--- src/include/sdfs_params.svh ---
// Offsets, field positions, reset values and counts of the card data status block.
// Included by the status module and by the bench; holds definitions only.
`ifndef SDFS_PARAMS_SVH
`define SDFS_PARAMS_SVH
`define SDFS_ADDR_DATSTAT 32'h5A000034
`define SDFS_ADDR_FIFOSTAT 32'h5A000038
`define SDFS_RESET_VAL 32'h00000000
`define SDFS_B_BSYABS 11
`define SDFS_B_RDWAIT 10
`define SDFS_B_CARDIRQ 9
`define SDFS_B_WRCRC 7
`define SDFS_B_RXCRC 6
`define SDFS_B_TOUT 5
`define SDFS_B_DONE 4
`define SDFS_B_BSYFIN 3
`define SDFS_B_TXON 1
`define SDFS_B_RXON 0
`define SDFS_B_FCLR 16
`define SDFS_B_ERRHI 15
`define SDFS_B_ERRLO 14
`define SDFS_B_TXAV 13
`define SDFS_B_RXAV 12
`define SDFS_B_TXHALF 11
`define SDFS_B_TXEMPTY 10
`define SDFS_B_RXLAST 9
`define SDFS_B_RXFULL 8
`define SDFS_B_RXHALF 7
`define SDFS_FIFO_DEPTH 7'h40
`define SDFS_HALF_LEVEL 7'h20
`define SDFS_BUSY_WINDOW 5'h10
`define SDFS_ERR_GENERAL 2'h1
`define SDFS_ERR_LAST 2'h2
`endif

--- src/include/sdfs_pkg.sv ---
// Types shared by the card data status block.
// Assumes sdfs_params.svh sits on the include path.
package sdfs_pkg;
  // Transfer direction chosen by software in the data control setting.
  typedef enum logic [1:0] {
    SDFS_DIR_NONE = 2'h0,
    SDFS_DIR_BUSY = 2'h1,
    SDFS_DIR_RX = 2'h2,
    SDFS_DIR_TX = 2'h3
  } sdfs_dir_t;
  // One-hot states of the busy-check watcher.
  typedef enum logic [2:0] {
    SDFS_BS_IDLE = 3'b001,
    SDFS_BS_WAIT = 3'b010,
    SDFS_BS_BUSY = 3'b100
  } sdfs_bstate_t;
endpackage

--- src/hdl/sdfs_status.sv ---
// Status registers of a memory-card host data path: data transfer status and FIFO status.
// Assumes a same-clock data engine that reports events as one-cycle pulses, and card
// pins (card clock, data line 0, data line 1) arriving from outside this clock domain.
// Operation
// - Busy-check mode: flag no busy within 16 card cycles after command; write 1 clears.
// - Read-wait flag drives the read-wait request; writing 1 stops it and clears.
// - Set card-interrupt flag when an I/O card signals interrupt; write 1 clears.
// - Set write CRC status error when card reports failed CRC; write 1 clears.
// - Set receive CRC error when a received block fails CRC; write 1 clears.
// - Set data timeout flag when data or busy wait times out; write 1 clears.
// - Set transfer-finished flag when data counter reaches zero; write 1 clears.
// - Set busy-check-finished flag when busy-check operation completes; write 1 clears.
// - Read-only transmit and receive in-progress indicators.
// - Writing 1 to FIFO clear empties the FIFO; bit returns to 0 itself.
// - Two-bit FIFO error: 01 general fail, 10 last-transfer fail; ones clear.
// - Transmit mode: space-available flag when FIFO not full; DMA request if enabled.
// - Receive mode: data-available flag when FIFO holds 1..64; DMA request if enabled.
// - Transmit-half flag high at 32 bytes or fewer, low at 33 or more.
// - Transmit-empty flag high exactly when FIFO holds zero bytes.
// - Set receive-last flag when FIFO holds final data of all blocks; 1 clears.
// - Receive-full flag high exactly when FIFO holds 64 bytes.
// - Receive-half flag high at 32 bytes or more, low at 31 or fewer.
// - Seven-bit read-only count of bytes held in the FIFO.
//
// The plain strobed port is this design's own decision.
`include "sdfs_params.svh"
`timescale 1ns/100ps
`default_nettype none

module sdfs_status (
  input wire logic coreClk, // Core clock, 20 MHz.
  input wire logic rst_n, // Synchronous reset, active low.
  input wire logic [31:0] regAddr, // Register byte address.
  input wire logic [31:0] regWrData, // Register write data.
  input wire logic regWr, // Write strobe.
  input wire logic regRd, // Read strobe.
  output logic [31:0] regRdData, // Read data, valid the cycle after the strobe.
  input wire sdfs_pkg::sdfs_dir_t transferDirection, // Direction setting.
  input wire logic dmaEnable, // DMA enable from the control setting.
  input wire logic cmdSent, // Pulse: command packet has been sent.
  input wire logic readWaitEv, // Pulse: read wait begins.
  input wire logic wrCrcFailEv, // Pulse: card CRC status reported failure.
  input wire logic rxCrcFailEv, // Pulse: received block CRC failed.
  input wire logic timeoutEv, // Pulse: data or busy wait timed out.
  input wire logic counterZeroEv, // Pulse: data counter reached zero.
  input wire logic rxLastEv, // Pulse: final data of all blocks is in the FIFO.
  input wire logic txActive, // Level: transmission in progress.
  input wire logic rxActive, // Level: reception in progress.
  input wire logic fifoPush, // Pulse: one byte written into the FIFO.
  input wire logic fifoPop, // Pulse: one byte taken from the FIFO.
  input wire logic cardClk, // Card clock pin.
  input wire logic cardDat0, // Data line 0 pin, low while the card is busy.
  input wire logic cardDat1, // Data line 1 pin, low for a card interrupt.
  output logic readWaitReq, // Read wait request towards the card.
  output logic dmaReq, // DMA request level.
  output logic fifoFlush // Pulse: FIFO storage is being emptied.
);
  import sdfs_pkg::*;

  // Two-stage synchronisers for the card pins; only stage two feeds logic.
  logic [2:0] pinMeta_q;
  logic [2:0] pinSync_q;
  logic clkPrev_q;
  logic dat1Prev_q;
  always_ff @(posedge coreClk) begin
    pinMeta_q <= {cardDat1, cardDat0, cardClk};
    pinSync_q <= pinMeta_q;
    clkPrev_q <= rst_n ? pinSync_q[0] : 1'b0;
    dat1Prev_q <= rst_n ? pinSync_q[2] : 1'b1;
  end

  // Card clock edges are found by sampling, so the card clock must stay well below 10 MHz.
  wire cardRise = pinSync_q[0] & ~clkPrev_q;
  wire dat0Busy = ~pinSync_q[1];
  wire dat1Fall = ~pinSync_q[2] & dat1Prev_q;

  // Sticky flag update: a hardware set wins over a software clear.
  function automatic logic sticky(input logic q, input logic set, input logic clr);
    sticky = set | (q & ~clr);
  endfunction

  // Register decode.
  wire selDat = regAddr == `SDFS_ADDR_DATSTAT;
  wire selFifo = regAddr == `SDFS_ADDR_FIFOSTAT;
  wire wrDat = regWr & selDat;
  wire wrFifo = regWr & selFifo;
  wire clrBsyAbs = wrDat & regWrData[`SDFS_B_BSYABS];
  wire clrRdWait = wrDat & regWrData[`SDFS_B_RDWAIT];
  wire clrCardIrq = wrDat & regWrData[`SDFS_B_CARDIRQ];
  wire clrWrCrc = wrDat & regWrData[`SDFS_B_WRCRC];
  wire clrRxCrc = wrDat & regWrData[`SDFS_B_RXCRC];
  wire clrTout = wrDat & regWrData[`SDFS_B_TOUT];
  wire clrDone = wrDat & regWrData[`SDFS_B_DONE];
  wire clrBsyFin = wrDat & regWrData[`SDFS_B_BSYFIN];
  wire clrRxLast = wrFifo & regWrData[`SDFS_B_RXLAST];
  wire [1:0] clrErr = {2{wrFifo}} & regWrData[`SDFS_B_ERRHI:`SDFS_B_ERRLO];
  wire fifoClrWr = wrFifo & regWrData[`SDFS_B_FCLR];

  // Busy-check watcher: counts card clock rises after the command.
  sdfs_bstate_t bState_q;
  sdfs_bstate_t bState_d;
  logic [4:0] edgeCnt_q;
  logic [4:0] edgeCnt_d;
  logic bsyAbsSet;
  logic bsyFinSet;
  wire busyMode = transferDirection == SDFS_DIR_BUSY;
  always_comb begin
    bState_d = bState_q;
    edgeCnt_d = edgeCnt_q;
    bsyAbsSet = 1'b0;
    bsyFinSet = 1'b0;
    unique case (bState_q)
      SDFS_BS_IDLE: begin
        edgeCnt_d = 5'h00;
        if (busyMode && cmdSent) begin
          bState_d = SDFS_BS_WAIT;
        end
      end
      SDFS_BS_WAIT: begin
        if (dat0Busy) begin
          bState_d = SDFS_BS_BUSY;
        end else if (cardRise) begin
          edgeCnt_d = edgeCnt_q + 5'h01;
          if (edgeCnt_d == `SDFS_BUSY_WINDOW) begin
            bsyAbsSet = 1'b1;
            bState_d = SDFS_BS_IDLE;
          end
        end
      end
      SDFS_BS_BUSY: begin
        if (!dat0Busy) begin
          bsyFinSet = 1'b1;
          bState_d = SDFS_BS_IDLE;
        end
      end
      default: begin
        bState_d = SDFS_BS_IDLE;
      end
    endcase
  end

  // Watcher state; leaving busy mode abandons the wait.
  always_ff @(posedge coreClk) begin
    if (!rst_n || !busyMode) begin
      bState_q <= SDFS_BS_IDLE;
      edgeCnt_q <= 5'h00;
    end else begin
      bState_q <= bState_d;
      edgeCnt_q <= edgeCnt_d;
    end
  end

  // Data transfer status flags.
  logic bsyAbsent_q;
  logic rdWait_q;
  logic cardIrq_q;
  logic wrCrc_q;
  logic rxCrc_q;
  logic tout_q;
  logic done_q;
  logic bsyFin_q;
  always_ff @(posedge coreClk) begin
    if (!rst_n) begin
      bsyAbsent_q <= 1'b0;
      rdWait_q <= 1'b0;
      cardIrq_q <= 1'b0;
      wrCrc_q <= 1'b0;
      rxCrc_q <= 1'b0;
      tout_q <= 1'b0;
      done_q <= 1'b0;
      bsyFin_q <= 1'b0;
    end else begin
      bsyAbsent_q <= sticky(bsyAbsent_q, bsyAbsSet, clrBsyAbs);
      rdWait_q <= sticky(rdWait_q, readWaitEv, clrRdWait);
      cardIrq_q <= sticky(cardIrq_q, dat1Fall, clrCardIrq);
      wrCrc_q <= sticky(wrCrc_q, wrCrcFailEv, clrWrCrc);
      rxCrc_q <= sticky(rxCrc_q, rxCrcFailEv, clrRxCrc);
      tout_q <= sticky(tout_q, timeoutEv, clrTout);
      done_q <= sticky(done_q, counterZeroEv, clrDone);
      bsyFin_q <= sticky(bsyFin_q, bsyFinSet, clrBsyFin);
    end
  end

  // The request follows the flag, so clearing the flag ends it in the same cycle.
  assign readWaitReq = rdWait_q;

  // FIFO level tracking. A flush beats any push or pop in the same cycle.
  logic [6:0] fifoCnt_q;
  logic [6:0] fifoCnt_d;
  logic [1:0] ffErr_q;
  logic rxLast_q;
  logic flush_q;
  wire isFull = fifoCnt_q == `SDFS_FIFO_DEPTH;
  wire isEmpty = fifoCnt_q == 7'h00;
  wire overrun = fifoPush & ~fifoPop & isFull;
  wire underrun = fifoPop & ~fifoPush & isEmpty;
  wire fifoFault = overrun | underrun;
  // A failure after the last data only needs a FIFO reset, so it gets its own code.
  wire [1:0] errCode = rxLast_q ? `SDFS_ERR_LAST : `SDFS_ERR_GENERAL;
  wire [1:0] errSet = fifoFault ? errCode : 2'h0;
  always_comb begin
    fifoCnt_d = fifoCnt_q;
    if (fifoClrWr) begin
      fifoCnt_d = 7'h00;
    end else if (fifoPush && !fifoPop && !isFull) begin
      fifoCnt_d = fifoCnt_q + 7'h01;
    end else if (fifoPop && !fifoPush && !isEmpty) begin
      fifoCnt_d = fifoCnt_q - 7'h01;
    end
  end

  // FIFO status storage; the clear bit lives one cycle only.
  always_ff @(posedge coreClk) begin
    if (!rst_n) begin
      fifoCnt_q <= 7'h00;
      ffErr_q <= 2'h0;
      rxLast_q <= 1'b0;
      flush_q <= 1'b0;
    end else begin
      fifoCnt_q <= fifoCnt_d;
      ffErr_q <= errSet | (ffErr_q & ~clrErr);
      rxLast_q <= sticky(rxLast_q, rxLastEv, clrRxLast);
      flush_q <= fifoClrWr;
    end
  end
  assign fifoFlush = flush_q;

  // Level-derived FIFO flags, recomputed from the count every cycle.
  wire txMode = transferDirection == SDFS_DIR_TX;
  wire rxMode = transferDirection == SDFS_DIR_RX;
  wire txAvail = txMode & ~isFull;
  wire rxAvail = rxMode & ~isEmpty;
  // Each direction's level flags read zero in the other modes; in transmit mode reset leaves the half and empty flags set.
  wire txHalf = txMode & (fifoCnt_q <= `SDFS_HALF_LEVEL);
  wire txEmpty = txMode & isEmpty;
  wire rxFull = rxMode & isFull;
  wire rxHalf = rxMode & (fifoCnt_q >= `SDFS_HALF_LEVEL);
  assign dmaReq = dmaEnable & (txAvail | rxAvail);

  // Read views of both registers.
  logic [31:0] datView;
  logic [31:0] fifoView;
  always_comb begin
    datView = `SDFS_RESET_VAL;
    datView[`SDFS_B_BSYABS] = bsyAbsent_q;
    datView[`SDFS_B_RDWAIT] = rdWait_q;
    datView[`SDFS_B_CARDIRQ] = cardIrq_q;
    datView[`SDFS_B_WRCRC] = wrCrc_q;
    datView[`SDFS_B_RXCRC] = rxCrc_q;
    datView[`SDFS_B_TOUT] = tout_q;
    datView[`SDFS_B_DONE] = done_q;
    datView[`SDFS_B_BSYFIN] = bsyFin_q;
    datView[`SDFS_B_TXON] = txActive;
    datView[`SDFS_B_RXON] = rxActive;
    fifoView = `SDFS_RESET_VAL;
    fifoView[`SDFS_B_FCLR] = flush_q;
    fifoView[`SDFS_B_ERRHI:`SDFS_B_ERRLO] = ffErr_q;
    fifoView[`SDFS_B_TXAV] = txAvail;
    fifoView[`SDFS_B_RXAV] = rxAvail;
    fifoView[`SDFS_B_TXHALF] = txHalf;
    fifoView[`SDFS_B_TXEMPTY] = txEmpty;
    fifoView[`SDFS_B_RXLAST] = rxLast_q;
    fifoView[`SDFS_B_RXFULL] = rxFull;
    fifoView[`SDFS_B_RXHALF] = rxHalf;
    fifoView[6:0] = fifoCnt_q;
  end

  // Read data is captured one cycle after the strobe; unmapped addresses return zero.
  wire [31:0] rdSel = selDat ? datView : (selFifo ? fifoView : `SDFS_RESET_VAL);
  always_ff @(posedge coreClk) begin
    if (!rst_n || !regRd) begin
      regRdData <= `SDFS_RESET_VAL;
    end else begin
      regRdData <= rdSel;
    end
  end
endmodule

`default_nettype wire

--- config.mk ---
export PLATFORM = sky130hd
export DESIGN_NAME = sdfs_status
export DESIGN_NICKNAME = d
export VERILOG_FILES = /design/src/include/sdfs_pkg.sv /design/src/hdl/sdfs_status.sv
export VERILOG_INCLUDE_DIRS = /design/src /design/src/include
export SDC_FILE = /design/constraint.sdc
export NUM_CORES = 1
export LEC_CHECK = 0
export ABC_AREA = 1
export BUFFER_PORTS_ARGS = -buffer_cell sky130_fd_sc_hd__buf_4
export CORE_UTILIZATION = 50
export DETAILED_ROUTE_END_ITERATION = 8
export PLACE_DENSITY = 0.89
export SYNTH_ARGS = -nofsm -noshare
export SYNTH_HDL_FRONTEND = slang
export SYNTH_SLANG_ARGS = --single-unit
export TNS_END_PERCENT = 10
--- constraint.sdc ---
create_clock -name coreClk -period 5 [get_ports coreClk]
set_input_delay 0.25 -clock coreClk [delete_from_list [all_inputs] [get_ports coreClk]]
set_output_delay 0.25 -clock coreClk [all_outputs]
set_load 0.1 [all_outputs]
Word level (Yosys, flattened, before mapping)
Index checks and enable logic that the tools add are counted.

word-level totals
  memories kept = 0
  RAM bits = 0
  memory bits (read-only) = 0
  bits in latches = 0
  register bits = 67
  output and inout bits = 35

operators by class
  equal/unequal tests = 16
  add/subtract/negate cells = 3
  bitwise operators = 66
  $lt $le $gt $ge = 2
  muxes and demuxes = 21
  div/mod/pow operators = 0
  multiply operators = 0
  shift operators = 0
  reductions and logical operators = 22

operators with widths
  kind                                                            count
  == test 32 x 31 -> 1 bit, second input constant                 2
  AND 1 bit                                                       34
  2-to-1 mux 12 bit                                               2
  inverter 1 bit                                                  17
  2-to-1 mux 3 bit                                                5
  2-to-1 mux 7 bit                                                2
  OR 1 bit                                                        11
  2-to-1 mux 5 bit                                                2
  case mux 5 bit (2 select lines)                                 1
  case mux 3 bit (3 select lines)                                 1
  != test 2 bit, second input constant                            4
  adder 7 x 1 -> 7 bit, second input constant                     1
  == test 7 bit, second input constant                            1
  >= comparator 7 x 6 -> 1 bit, second input constant             1
  less-or-equal comparator 7 x 6 -> 1 bit, second input constant  1
  zero test 1 bit                                                 7
  zero test 7 bit                                                 1
  subtractor 7 x 1 -> 7 bit, second input constant                1
  2-to-1 mux 1 bit                                                6
  != test 3 bit, second input constant                            2
  adder 5 x 1 -> 5 bit, second input constant                     1
  == test 5 bit, second input constant                            1
  logical AND 1 bit                                               5
  AND 2 bit                                                       2
  other kinds (14)                                                19

Depth between registers and ports, before layout
Gate-level depths: netlist of the first run.

  depth in word-level cells = 7
  mapped depth = 13
  depth with buffers taken out = 13

Worst setup path after synthesis of the first run
Ideal clock, no wire load.

  kind = register to output
  from = register fifoCnt_q[0]
  to = output dmaReq
  setup slack = 1.816 ns
  arrival time = 2.934 ns
  required time = 4.750 ns
  stages on the path, launching flop included = 5
  cells stage by stage = dfxtp_1 nor2_4 nand3_4 o21ai_0 a21boi_0

between the ends
  word-level cells in the longest chain between the ends = 5
  elaborated cells on any way between the ends = 8
  those cells by class = eq/ne (1); bitwise (6); reduce/logical (1)

ends and longest elaborated chain
  element                                                                   RTL line                                text
  from (decl)                                                               sdfs_status.sv:188                      logic [6:0] fifoCnt_q;
  from (signal assigned)                                                    sdfs_status.sv:220                      fifoCnt_q <= fifoCnt_d;
  == test 7 bit (no source line) / zero test 7 bit (equally long branches)  -
  inverter 1 bit, on equally long branches                                  sdfs_status.sv:231, sdfs_status.sv:232
  AND 1 bit, on equally long branches                                       sdfs_status.sv:231, sdfs_status.sv:232
  OR 1 bit *                                                                sdfs_status.sv:238                      assign dmaReq = dmaEnable & (txAvail | rxAvail);
  AND 1 bit *                                                               sdfs_status.sv:238
  to (decl)                                                                 sdfs_status.sv:55                       output logic dmaReq,

Every way passes the cells marked *; elsewhere a longest branch is shown, timed or not.

Worst setup path after layout of the first run
  from = register fifoCnt_q[4]
  to = register fifoCnt_q[6]

between the ends
  word-level cells in the longest chain between the ends = 4
  elaborated cells on any way between the ends = 11
  those cells by class = add/sub (2); eq/ne (1); mux (2); reduce/logical (6)

ends and longest elaborated chain
  element
  parallel branches: the longest is 4 deep, another holds subtractor 7 x 1 -> 7 bit

Several ways; the timed one is not identified. The select of a mux whose other input is x is not followed.
A chain may end at the register's enable or synchronous reset.

==> impl_metrics.ini, run 1 <==
[status]
status = complete, no violations

[global_route]
grt_overflow_total = 0
grt_use_total_pct = 23.2
antenna_found_initial = 0
grt_pass1_vias = 2649
grt_max_degree = 17
grt_pass1_wl_mm = 11.0

[power_and_ir_drop]
p_per_area_mw_per_mm2 = 366
p_total_mw = 1.28
ir_drop_mv = 0.225
power.leakage_nw = 1.71

[clock_tree]
postCtsHoldBufs = 0
clock_path_buffers = 2
clkSlewWorstSetupHoldPaths_ns = 0.09
clk_latency_ns = 0.31
htree_levels = 2
post_cts_buffers = 0
cts_resized = 0
numCtsBuffers = 5
root_buffer = clkbuf_8
clkSinkCount = 52
cts_tree = done

[logic_synthesis]
synth_cell_types = 34
yosys_warnings = 0
synthSimpleGateAreaFrac_pct = 34.7
async_flop_share_pct = 0
synth_edf_count = 0
synth_compound_area_share_pct = 9.25
synth_top_cell_by_area = dfxtp_1
ys_seq_area_share_pct = 37.7
syn_area_per_cell_sq_um = 7.11
synth_flop_cell = dfxtp_1
synth_area_leaders = dfxtp_1 (38%), nand2_1 (12%), nand3_1 (7.4%), inv_1 (7.3%), nor2_1 (6.4%)
syn_inst = 388
ys_ff_latch = 52
syn_area_sq_mm = 0.00276
synthXorXnorAreaFrac_pct = 1.59
synth.most_common_cell = nand2_1
netlist.area_leader.share_pct = 37.7
synth.area.mux_share_pct = 0
synthTopCellsByCount = nand2_1 (86), inv_1 (54), dfxtp_1 (52)
synthAdderAreaFrac_pct = 4.35
synth_top_family_by_area = simple AND/OR/NAND/NOR gates

[final_layout]
post_route_cells_drive_above_1_share_pct = 24.9
stdcell_area_sq_mm = 0.00351
n_antenna_cell = 0
seqCellArea_sq_mm = 0.00104
fillCellCount = 441
multi_input_area_sq_mm = 0.00143
final_cells = 544
nNetsFinal = 567
synthToLayoutAreaGrowth_pct = 27.2

[die]
die_w_um = 76.3
io_pins = 120
die_h_um = 76.3
initial_utilization_pct = 53.0
core-area_sq_mm = 0.00520
core.rowCount = 26
die_area_sq_mm = 0.00582

[sta]
final-hold-violation-count = 0
drv_slew = 0
setup_violations = 0
fmax_ghz = 0.441
finalCritPeriodShare_pct = 45.3
rsz0062_at_grt = no
finClkSkew_ns = 0.00777
setup_tns_ns = 0
fin_crit_ns = 2.27

[critical_path]
crit_type = reg2reg
end_kind = flip-flop
crit_required_ns = 5.20
startpoint_type = flip-flop
r2r_setup_slack_ns = 2.73
arrival_ns = 2.47
r2r-end = fifoCnt_q[6]
ff2ff_path_depth = 11
r2r_start = fifoCnt_q[4]
crit_fanout = 11

[worst_hold_path]
holdCritStartpoint = cardDat1
whs_endpoint = pinMeta_q[2]
hp-class = in2reg
min_path_cells = 1

[route]
firstDrtPassIters = 4
drt-initial-drc-count = 140
routedWlPerCell_um = 12.2
final_antenna_net_count = 0
via_per_inst = 5.06
drc = 0
vias = 2751
wirelength_mm = 6.66

[place]
place_hpwl_mm = 5.29
place_area_sq_mm = 0.00339
port_buffers = 83
placedCellCount = 536
gp_congestion = 0.904

[flow_run]
drv_cap = 0
critical path, cell delays in order, from the launching register on:
cell,delay (ns)
dfxtp_1,0.39
nor2_1,0.18
nand2_1,0.16
o21ai_4,0.38
ha_1,0.35
a21oi_1,0.22
o21a_1,0.18
nand3_1,0.08
nand2_1,0.07
nand2_1,0.05
nand2_1,0.06
nor2_1,0.04
worst max-delay path by stage:
| stage | startpoint | cells after the start | to |
|---|---|---|---|
| after floorplan | fifoCnt_q[0] | 4 | dmaReq |
| after global placement | fifoCnt_q[4] | 11 | fifoCnt_q[6] |
| after detailed placement | fifoCnt_q[4] | 11 | fifoCnt_q[6] |
| after CTS | fifoCnt_q[4] | 11 | fifoCnt_q[6] |
| after global routing | fifoCnt_q[4] | 11 | fifoCnt_q[4] |
| final | fifoCnt_q[4] | 11 | fifoCnt_q[6] |
registers in the layout (all words and copies together), names as in the netlist:
register and flops:
wrCrc_q 1, fifoFlush 1, regRdData 17, rxLast_q 1, cardIrq_q 1, done_q 1
rxCrc_q 1, bsyFin_q 1, pinSync_q 3, readWaitReq 1, edgeCnt_q 5, tout_q 1
bsyAbsent_q 1, bState_q 3, ffErr_q 2, dat1Prev_q 1, fifoCnt_q 7, pinMeta_q 3
clkPrev_q 1
final cells by class:
class	instances	share of cell area [%]
Multi-Input combinational cell	277	40.9
Sequential cell	52	29.7
Timing Repair Buffer	83	17.8
Inverter	54	5.78
Tap cell	70	2.50
Clock buffer	6	2.35
Clock inverter	2	1.11
cells in the final DEF (no fill, tap or decap), types with 2 or more instances in the layout:
cell type	synthesis	layout
a21oi_1	21	21
buf_4	15	83
clkbuf_8	0	6
conb_1	1	15
dfxtp_1	52	52
ha_1	8	8
inv_1	54	54
nand2_1	86	86
nand2_4	2	2
nand3_1	41	41
nand4_1	11	11
nor2_1	47	47
nor2_2	10	10
nor2_4	4	4
o21ai_0	8	8
o21ai_2	4	4
o21ai_4	2	2
xor2_1	4	4
cell families (layout without fill, tap and decap cells):
| logic type | after synthesis | after routing |
|---|---|---|
| AND/OR/NAND/NOR | 207 | 207 |
| XOR/XNOR | 5 | 5 |
| AO/OA/AOI/OAI | 41 | 41 |
| flip-flops | 52 | 52 |
| buffers and inverters | 73 | 145 |
| adder cells (fa/ha/maj) | 9 | 9 |
| other | 1 | 15 |
where the power goes:
part	total (mW)	leakage, nW	internal, mW	switching (mW)
registers	0.482	0.426	0.446	0.0353
logic	0.498	1.22	0.173	0.325
clock network	0.305	0.0614	0.164	0.141
total	1.28	1.71	0.783	0.501
metal layers:
metal,vias to the layer above,routed length [um],global-route usage (%)
li1,1377,-,-
met3,20,510,6.47
met4,0,161,10.2
met5,-,0,0
met1,1233,2720,25.0
met2,121,3260,42.1
per-stage QoR:
step,worst slack (ns),hold WS [ns],utilization [%]
global placement,2.93,0.310,65.1
finish,2.73,0.0414,67.4
global route,2.62,0.0310,67.4
detailed placement,2.82,0.314,65.1
floorplan,1.82,0.278,-
CTS,2.78,0.0384,67.4
Power figures use the tool's default switching activity.
==> run 2: changes to the inputs <==
- CORE_UTILIZATION: 50 -> 43
- PLACE_DENSITY: 0.89 -> 0.81
- clock period: 5 -> 2 ns (I/O delays scaled with it)
==> run 2 against run 1 <==
  * Total power grew to 2.5 times the previous value
  * Die area grew 16%
  * Largest cell class unchanged
  * Critical endpoint is now fifoCnt_q[2]
  * Sequential share of layout area shrank 1.0 points
  * Flip-flop and latch count is the same
  * Clock skew grew 0.0047 ns
  * First-iteration DRC count shrank 11%
  * Largest power group unchanged
==> impl_metrics.ini, run 2 (synthesized netlist as in run 1, its figures left out) <==
[route]
routedWlPerCell_um = 12.1
vias = 2708
firstDrtPassIters = 4
drc = 0
drt-initial-drc-count = 124
via_per_inst = 4.80
wirelength_mm = 6.84
final_antenna_net_count = 0

[sta]
fmax_ghz = 0.518
finalCritPeriodShare_pct = 96.6
setup_violations = 0
final-hold-violation-count = 0
fin_crit_ns = 1.93
rsz0062_at_grt = yes
drv_slew = 0
timing.final.ws_setup_ns = 0.0684
finClkSkew_ns = 0.0125

[die]
io_pins = 120
die_w_um = 82.1
initial_utilization_pct = 45.5
die_h_um = 82.1
core-area_sq_mm = 0.00606
die_area_sq_mm = 0.00674
core.rowCount = 28

[final_layout]
largest_reg_flops = 17
nNetsFinal = 582
layout_commonest_cell = buf_4
synthToLayoutAreaGrowth_pct = 31.6
post_route_cells_drive_above_1_share_pct = 27.6
final_cell_mix = buf_4 (94), nand2_1 (85), inv_1 (54)
final_cells = 564
reg_top3 = regRdData: 17 flops, fifoCnt_q: 7 flops, edgeCnt_q: 5 flops
regMostFlops = regRdData
n_antenna_cell = 0

[critical_path]
critPathMostFrequentCell = inv_1
cpPeakStageDelay_ns = 0.44
crit_required_ns = 2.21
startpoint_type = flip-flop
ff2ff_path_depth = 10
crit_type = reg2reg
cp_cell_sequence = inv_1, nand3_4, o21ai_4, buf_4, fa_1, or2_2, nand3_1, nand2_1, inv_1, nor2_1
arrival_ns = 2.14
end_kind = flip-flop
r2r-end = fifoCnt_q[2]
r2r_start = fifoCnt_q[3]
r2r_setup_slack_ns = 0.07
slowest_stage = fa_1
crit_fanout = 5

[worst_hold_path]
min_path_cells = 2
hp-class = in2reg
whs_endpoint = dat1Prev_q
holdCritStartpoint = rst_n

[global_route]
grt_pass1_wl_mm = 10.7
grt_pass1_vias = 2500
grt_max_degree = 19
antenna_found_initial = 0
grt_overflow_total = 0
grt_use_total_pct = 20.8

[clock_tree]
clock_path_buffers = 2
root_buffer = clkbuf_8
htree_levels = 2
numCtsBuffers = 5
cts_tree = done
clk_latency_ns = 0.32
clkSinkCount = 52
clkSlewWorstSetupHoldPaths_ns = 0.11

[power_and_ir_drop]
power.leakage_nw = 1.76
p_per_area_mw_per_mm2 = 885
p_total_mw = 3.21
ir_drop_mv = 0.547

[place]
gp_congestion = 0.824
placedCellCount = 550
port_buffers = 83
place_hpwl_mm = 5.30
dp_worst_setup_slack_ns = 0.00684

[status]
status = complete, no violations

[flow_run]
drv_cap = 0
-- run 2: cell count changes in the layout (fill, tap and decap cells not counted), sizes merged --
cell and delta:
clkinvlp +1, bufinv -1, clkinv -1, dlygate4sd3 +3
inv +2, clkbuf -1, o21ai +1, buf +11
-- run 2: cell type report --
type	count	area (sq um)
inverter	54	203
multi-input combinational	278	1470
clock inverter	3	25.0
sequential	52	1040
clock buffer	5	68.8
fill	562	2430
tap	75	93.8
timing repair buffer	97	736
-- run 2: what timing repair did --
| item | CTS | global route |
|---|---|---|
| gates resized for setup | 0 | 5 |
| hold endpoints to repair | 3 | 0 |
| hold buffers | 3 | 0 |
| pin swaps | 1 | 1 |
| cloned | 0 | 1 |
| endpoints found under the setup margin | 2 | 5 |
| setup buffers | 0 | 2 |
-- run 2: worst max-delay path by stage --
stage,start,end,slack [ns],depth (start not counted)
floorplan,fifoCnt_q[0],fifoCnt_q[4],0.13,11
global placement,fifoCnt_q[4],fifoCnt_q[6],0.03,11
detailed placement,fifoCnt_q[4],fifoCnt_q[6],0.007,11
CTS,fifoCnt_q[3],fifoCnt_q[6],0.01,11
global route,fifoCnt_q[4],fifoCnt_q[5],-0.04,12
finish,fifoCnt_q[3],fifoCnt_q[2],0.07,10
-- run 2: per-stage QoR --
| step | setup TNS, ns | instance area (sq um) | util, % | hold WS, ns |
|---|---|---|---|---|
| CTS | 0 | 3590 | 59.2 | 0.00446 |
| detailed placement | 0 | 3470 | 57.2 | 0.206 |
| floorplan | 0 | 2820 | - | 0.128 |
| global placement | 0 | 3470 | 57.2 | 0.204 |
| global route | -0.0882 | 3630 | 59.9 | 0.0210 |
| finish | 0 | 3630 | 59.9 | 0.0177 |
-- run 2: where the power goes --
group	switching (mW)	internal (mW)	total (mW)
clock	0.374	0.256	0.630
combinational	0.870	0.540	1.41
sequential	0.0571	1.12	1.17
-- run 2: worst max-delay path: cells and delay by family, from the launching register on --
kind	cells	cell delay (ns)
adder cells (fa/ha/maj)	1	0.44
buffers and inverters	3	0.32
flip-flops	1	0.37
AND/OR/NAND/NOR	5	0.62
AO/OA/AOI/OAI	1	0.09
-- run 2: routing by layer --
layer  vias up  GRT usage (%)  share of wire (%)
li1       1396              -                  -
met1      1215           24.1                 42
met2        80           37.1                 50
met3        17           3.41                4.9
met4         0           9.65                2.8
met5         -              0                  0
==> run 3: changes to the inputs <==
- CORE_UTILIZATION: 43 -> 28
- PLACE_DENSITY: 0.81 -> 0.59
==> run 3 against run 2 <==
  * Final cell count rose by 10%
  * Die area rose by 52%
  * Combinational power barely moved
  * Largest cell class unchanged
  * Total power rose by 0.47%
  * Setup slack improved by 0.068 ns
  * Worst hold slack got worse by 0.00089 ns
==> impl_metrics.ini, run 3 (synthesized netlist as in run 1, its figures left out) <==
[clock_tree]
htree_levels = 2
clkSinkCount = 52
clk_latency_ns = 0.31
clkSlewWorstSetupHoldPaths_ns = 0.11
root_buffer = clkbuf_8
clock_path_buffers = 2
numCtsBuffers = 5
cts_tree = done

[critical_path]
cp_cell_sequence = nor2_2, nand2_2, o21ai_4, ha_1, nand2_1, nand2_1, nand2_1, nand3_1, nand2_1, nand2_1, a21oi_1, nor2_1
cpPeakStageDelay_ns = 0.34
end_kind = flip-flop
r2r-end = fifoCnt_q[5]
ff2ff_path_depth = 12
critPathMostFrequentCell = nand2_1
crit_buf_inv = 0
r2r_setup_slack_ns = 0.14
crit_required_ns = 2.21
crit_family = simple AND/OR/NAND/NOR gates
startpoint_type = flip-flop
slowest_stage = ha_1
r2r_start = fifoCnt_q[4]
crit_fanout = 7
arrival_ns = 2.07
crit_type = reg2reg

[power_and_ir_drop]
p_per_area_mw_per_mm2 = 869
power_frac_seq_pct = 36.6
p_comb_share_pct = 43.1
clock_power_share_pct = 20.4
p_int_mw = 1.92
ir_drop_mv = 0.335
p_switching_mw = 1.31
p_total_mw = 3.23
p_sw_share_pct = 40.6
power.leakage_nw = 1.78

[sta]
fmax_ghz = 0.537
setup_violations = 0
finClkSkew_ns = 0.00917
timing.final.ws_setup_ns = 0.137
finalCritPeriodShare_pct = 93.2
rsz0062_at_grt = yes
final-hold-violation-count = 0
fin_crit_ns = 1.86
drv_slew = 0
fin_hold_ws_ns = 0.0168

[final_layout]
synthToLayoutAreaGrowth_pct = 34.6
reg_top3 = regRdData: 17 flops, fifoCnt_q: 7 flops, edgeCnt_q: 5 flops
n_antenna_cell = 0
nNetsFinal = 585
final_cell_mix = buf_4 (96), nand2_1 (85), inv_1 (54)
post_route_cells_drive_above_1_share_pct = 27.6
layout_commonest_cell = buf_4
regMostFlops = regRdData
largest_reg_flops = 17

[route]
wirelength_mm = 6.85
final_antenna_net_count = 0
firstDrtPassIters = 6
routedWlPerCell_um = 11.0
via_per_inst = 4.30
drt-initial-drc-count = 88
vias = 2669
drc = 0

[worst_hold_path]
hp-class = in2reg
holdCritStartpoint = counterZeroEv
whs_endpoint = done_q
min_path_cells = 3

[global_route]
antenna_found_initial = 0
grt_pass1_vias = 2553
grt_use_total_pct = 13.9
grt_max_degree = 20
grt_pass1_wl_mm = 11.3
grt_overflow_total = 0

[place]
gp_congestion = 0.803
place_hpwl_mm = 5.50
port_buffers = 83
dp_worst_setup_slack_ns = -0.0192

[die]
io_pins = 120
core-area_sq_mm = 0.00942
core.rowCount = 35
initial_utilization_pct = 29.3
die_h_um = 101
die_w_um = 101
die_area_sq_mm = 0.0103

[status]
status = complete, no violations

[flow_run]
drv_cap = 0
==> run 3: changes by cell type in the layout (fill, tap and decap cells not counted), sizes merged <==
cell / previous run / this run
buf: 94 / 96
clkinvlp: 1 / 0
dlygate4sd3: 3 / 4
inv: 56 / 57
==> run 3: timing repair <==
| item | 4_1_cts | 5_1_grt |
|---|---|---|
| hold endpoints to repair | 4 | 0 |
| endpoints found under the setup margin | 4 | 6 |
| gates cloned | 0 | 1 |
| hold buffers | 4 | 0 |
| pin swaps | 1 | 1 |
| setup buffers | 0 | 2 |
| resized for setup | 0 | 4 |
==> run 3: metrics by stage <==
stage	std cells	TNS (ns)	cell area (sq um)	util [%]
floorplan	402	0	2820	-
global placement	606	0	3550	37.7
detailed placement	606	-0.0263	3550	37.7
finish	621	0	3720	39.5
CTS	618	-0.0103	3690	39.1
global route	621	-0.0623	3720	39.5
==> run 3: final cells by class <==
class / count / area (sq um)
clock buffers: 5 / 68.8
flip-flops and latches: 52 / 1040
multi-input cells: 278 / 1450
inverters: 54 / 203
clock inverters: 3 / 28.8
fillers: 1005 / 5700
well taps: 129 / 161
repair buffers: 100 / 761
==> run 3: worst max path at each step <==
stage | cells past startpoint | from | end
after CTS | 11 | fifoCnt_q[4] | fifoCnt_q[6]
after floorplan | 11 | fifoCnt_q[0] | fifoCnt_q[4]
after global routing | 12 | fifoCnt_q[4] | fifoCnt_q[6]
after detailed placement | 11 | fifoCnt_q[4] | fifoCnt_q[6]
final | 12 | fifoCnt_q[4] | fifoCnt_q[5]
after global placement | 11 | fifoCnt_q[4] | fifoCnt_q[6]
==> run 3: per-layer routing <==
layer | vias to the layer above | GRT usage, % | wire [um]
li1 | 1412 | - | -
met1 | 1181 | 17.3 | 3230
met2 | 64 | 24.4 | 3240
met3 | 12 | 2.62 | 283
met4 | 0 | 4.12 | 91
met5 | - | 0 | 0
==> run 3: worst register-to-register path, delay by kind of cell (launching register included) <==
family,cells,cell delay [ns]
DFF,1,0.33
adders and majority gates,1,0.34
and+or+nand+nor,9,0.74
AOI/OAI and AO/OA,2,0.35
==> run 3: power by group through the flow <==
stage          logic, mW  clock network (mW)  registers [mW]
2_1_floorplan      0.966                   0            1.21
3_3_place_gp        1.32                   0            1.20
3_5_place_dp        1.35                   0            1.20
4_1_cts             1.36               0.675            1.17
5_1_grt             1.56               0.712            1.19
6_report            1.39               0.657            1.18
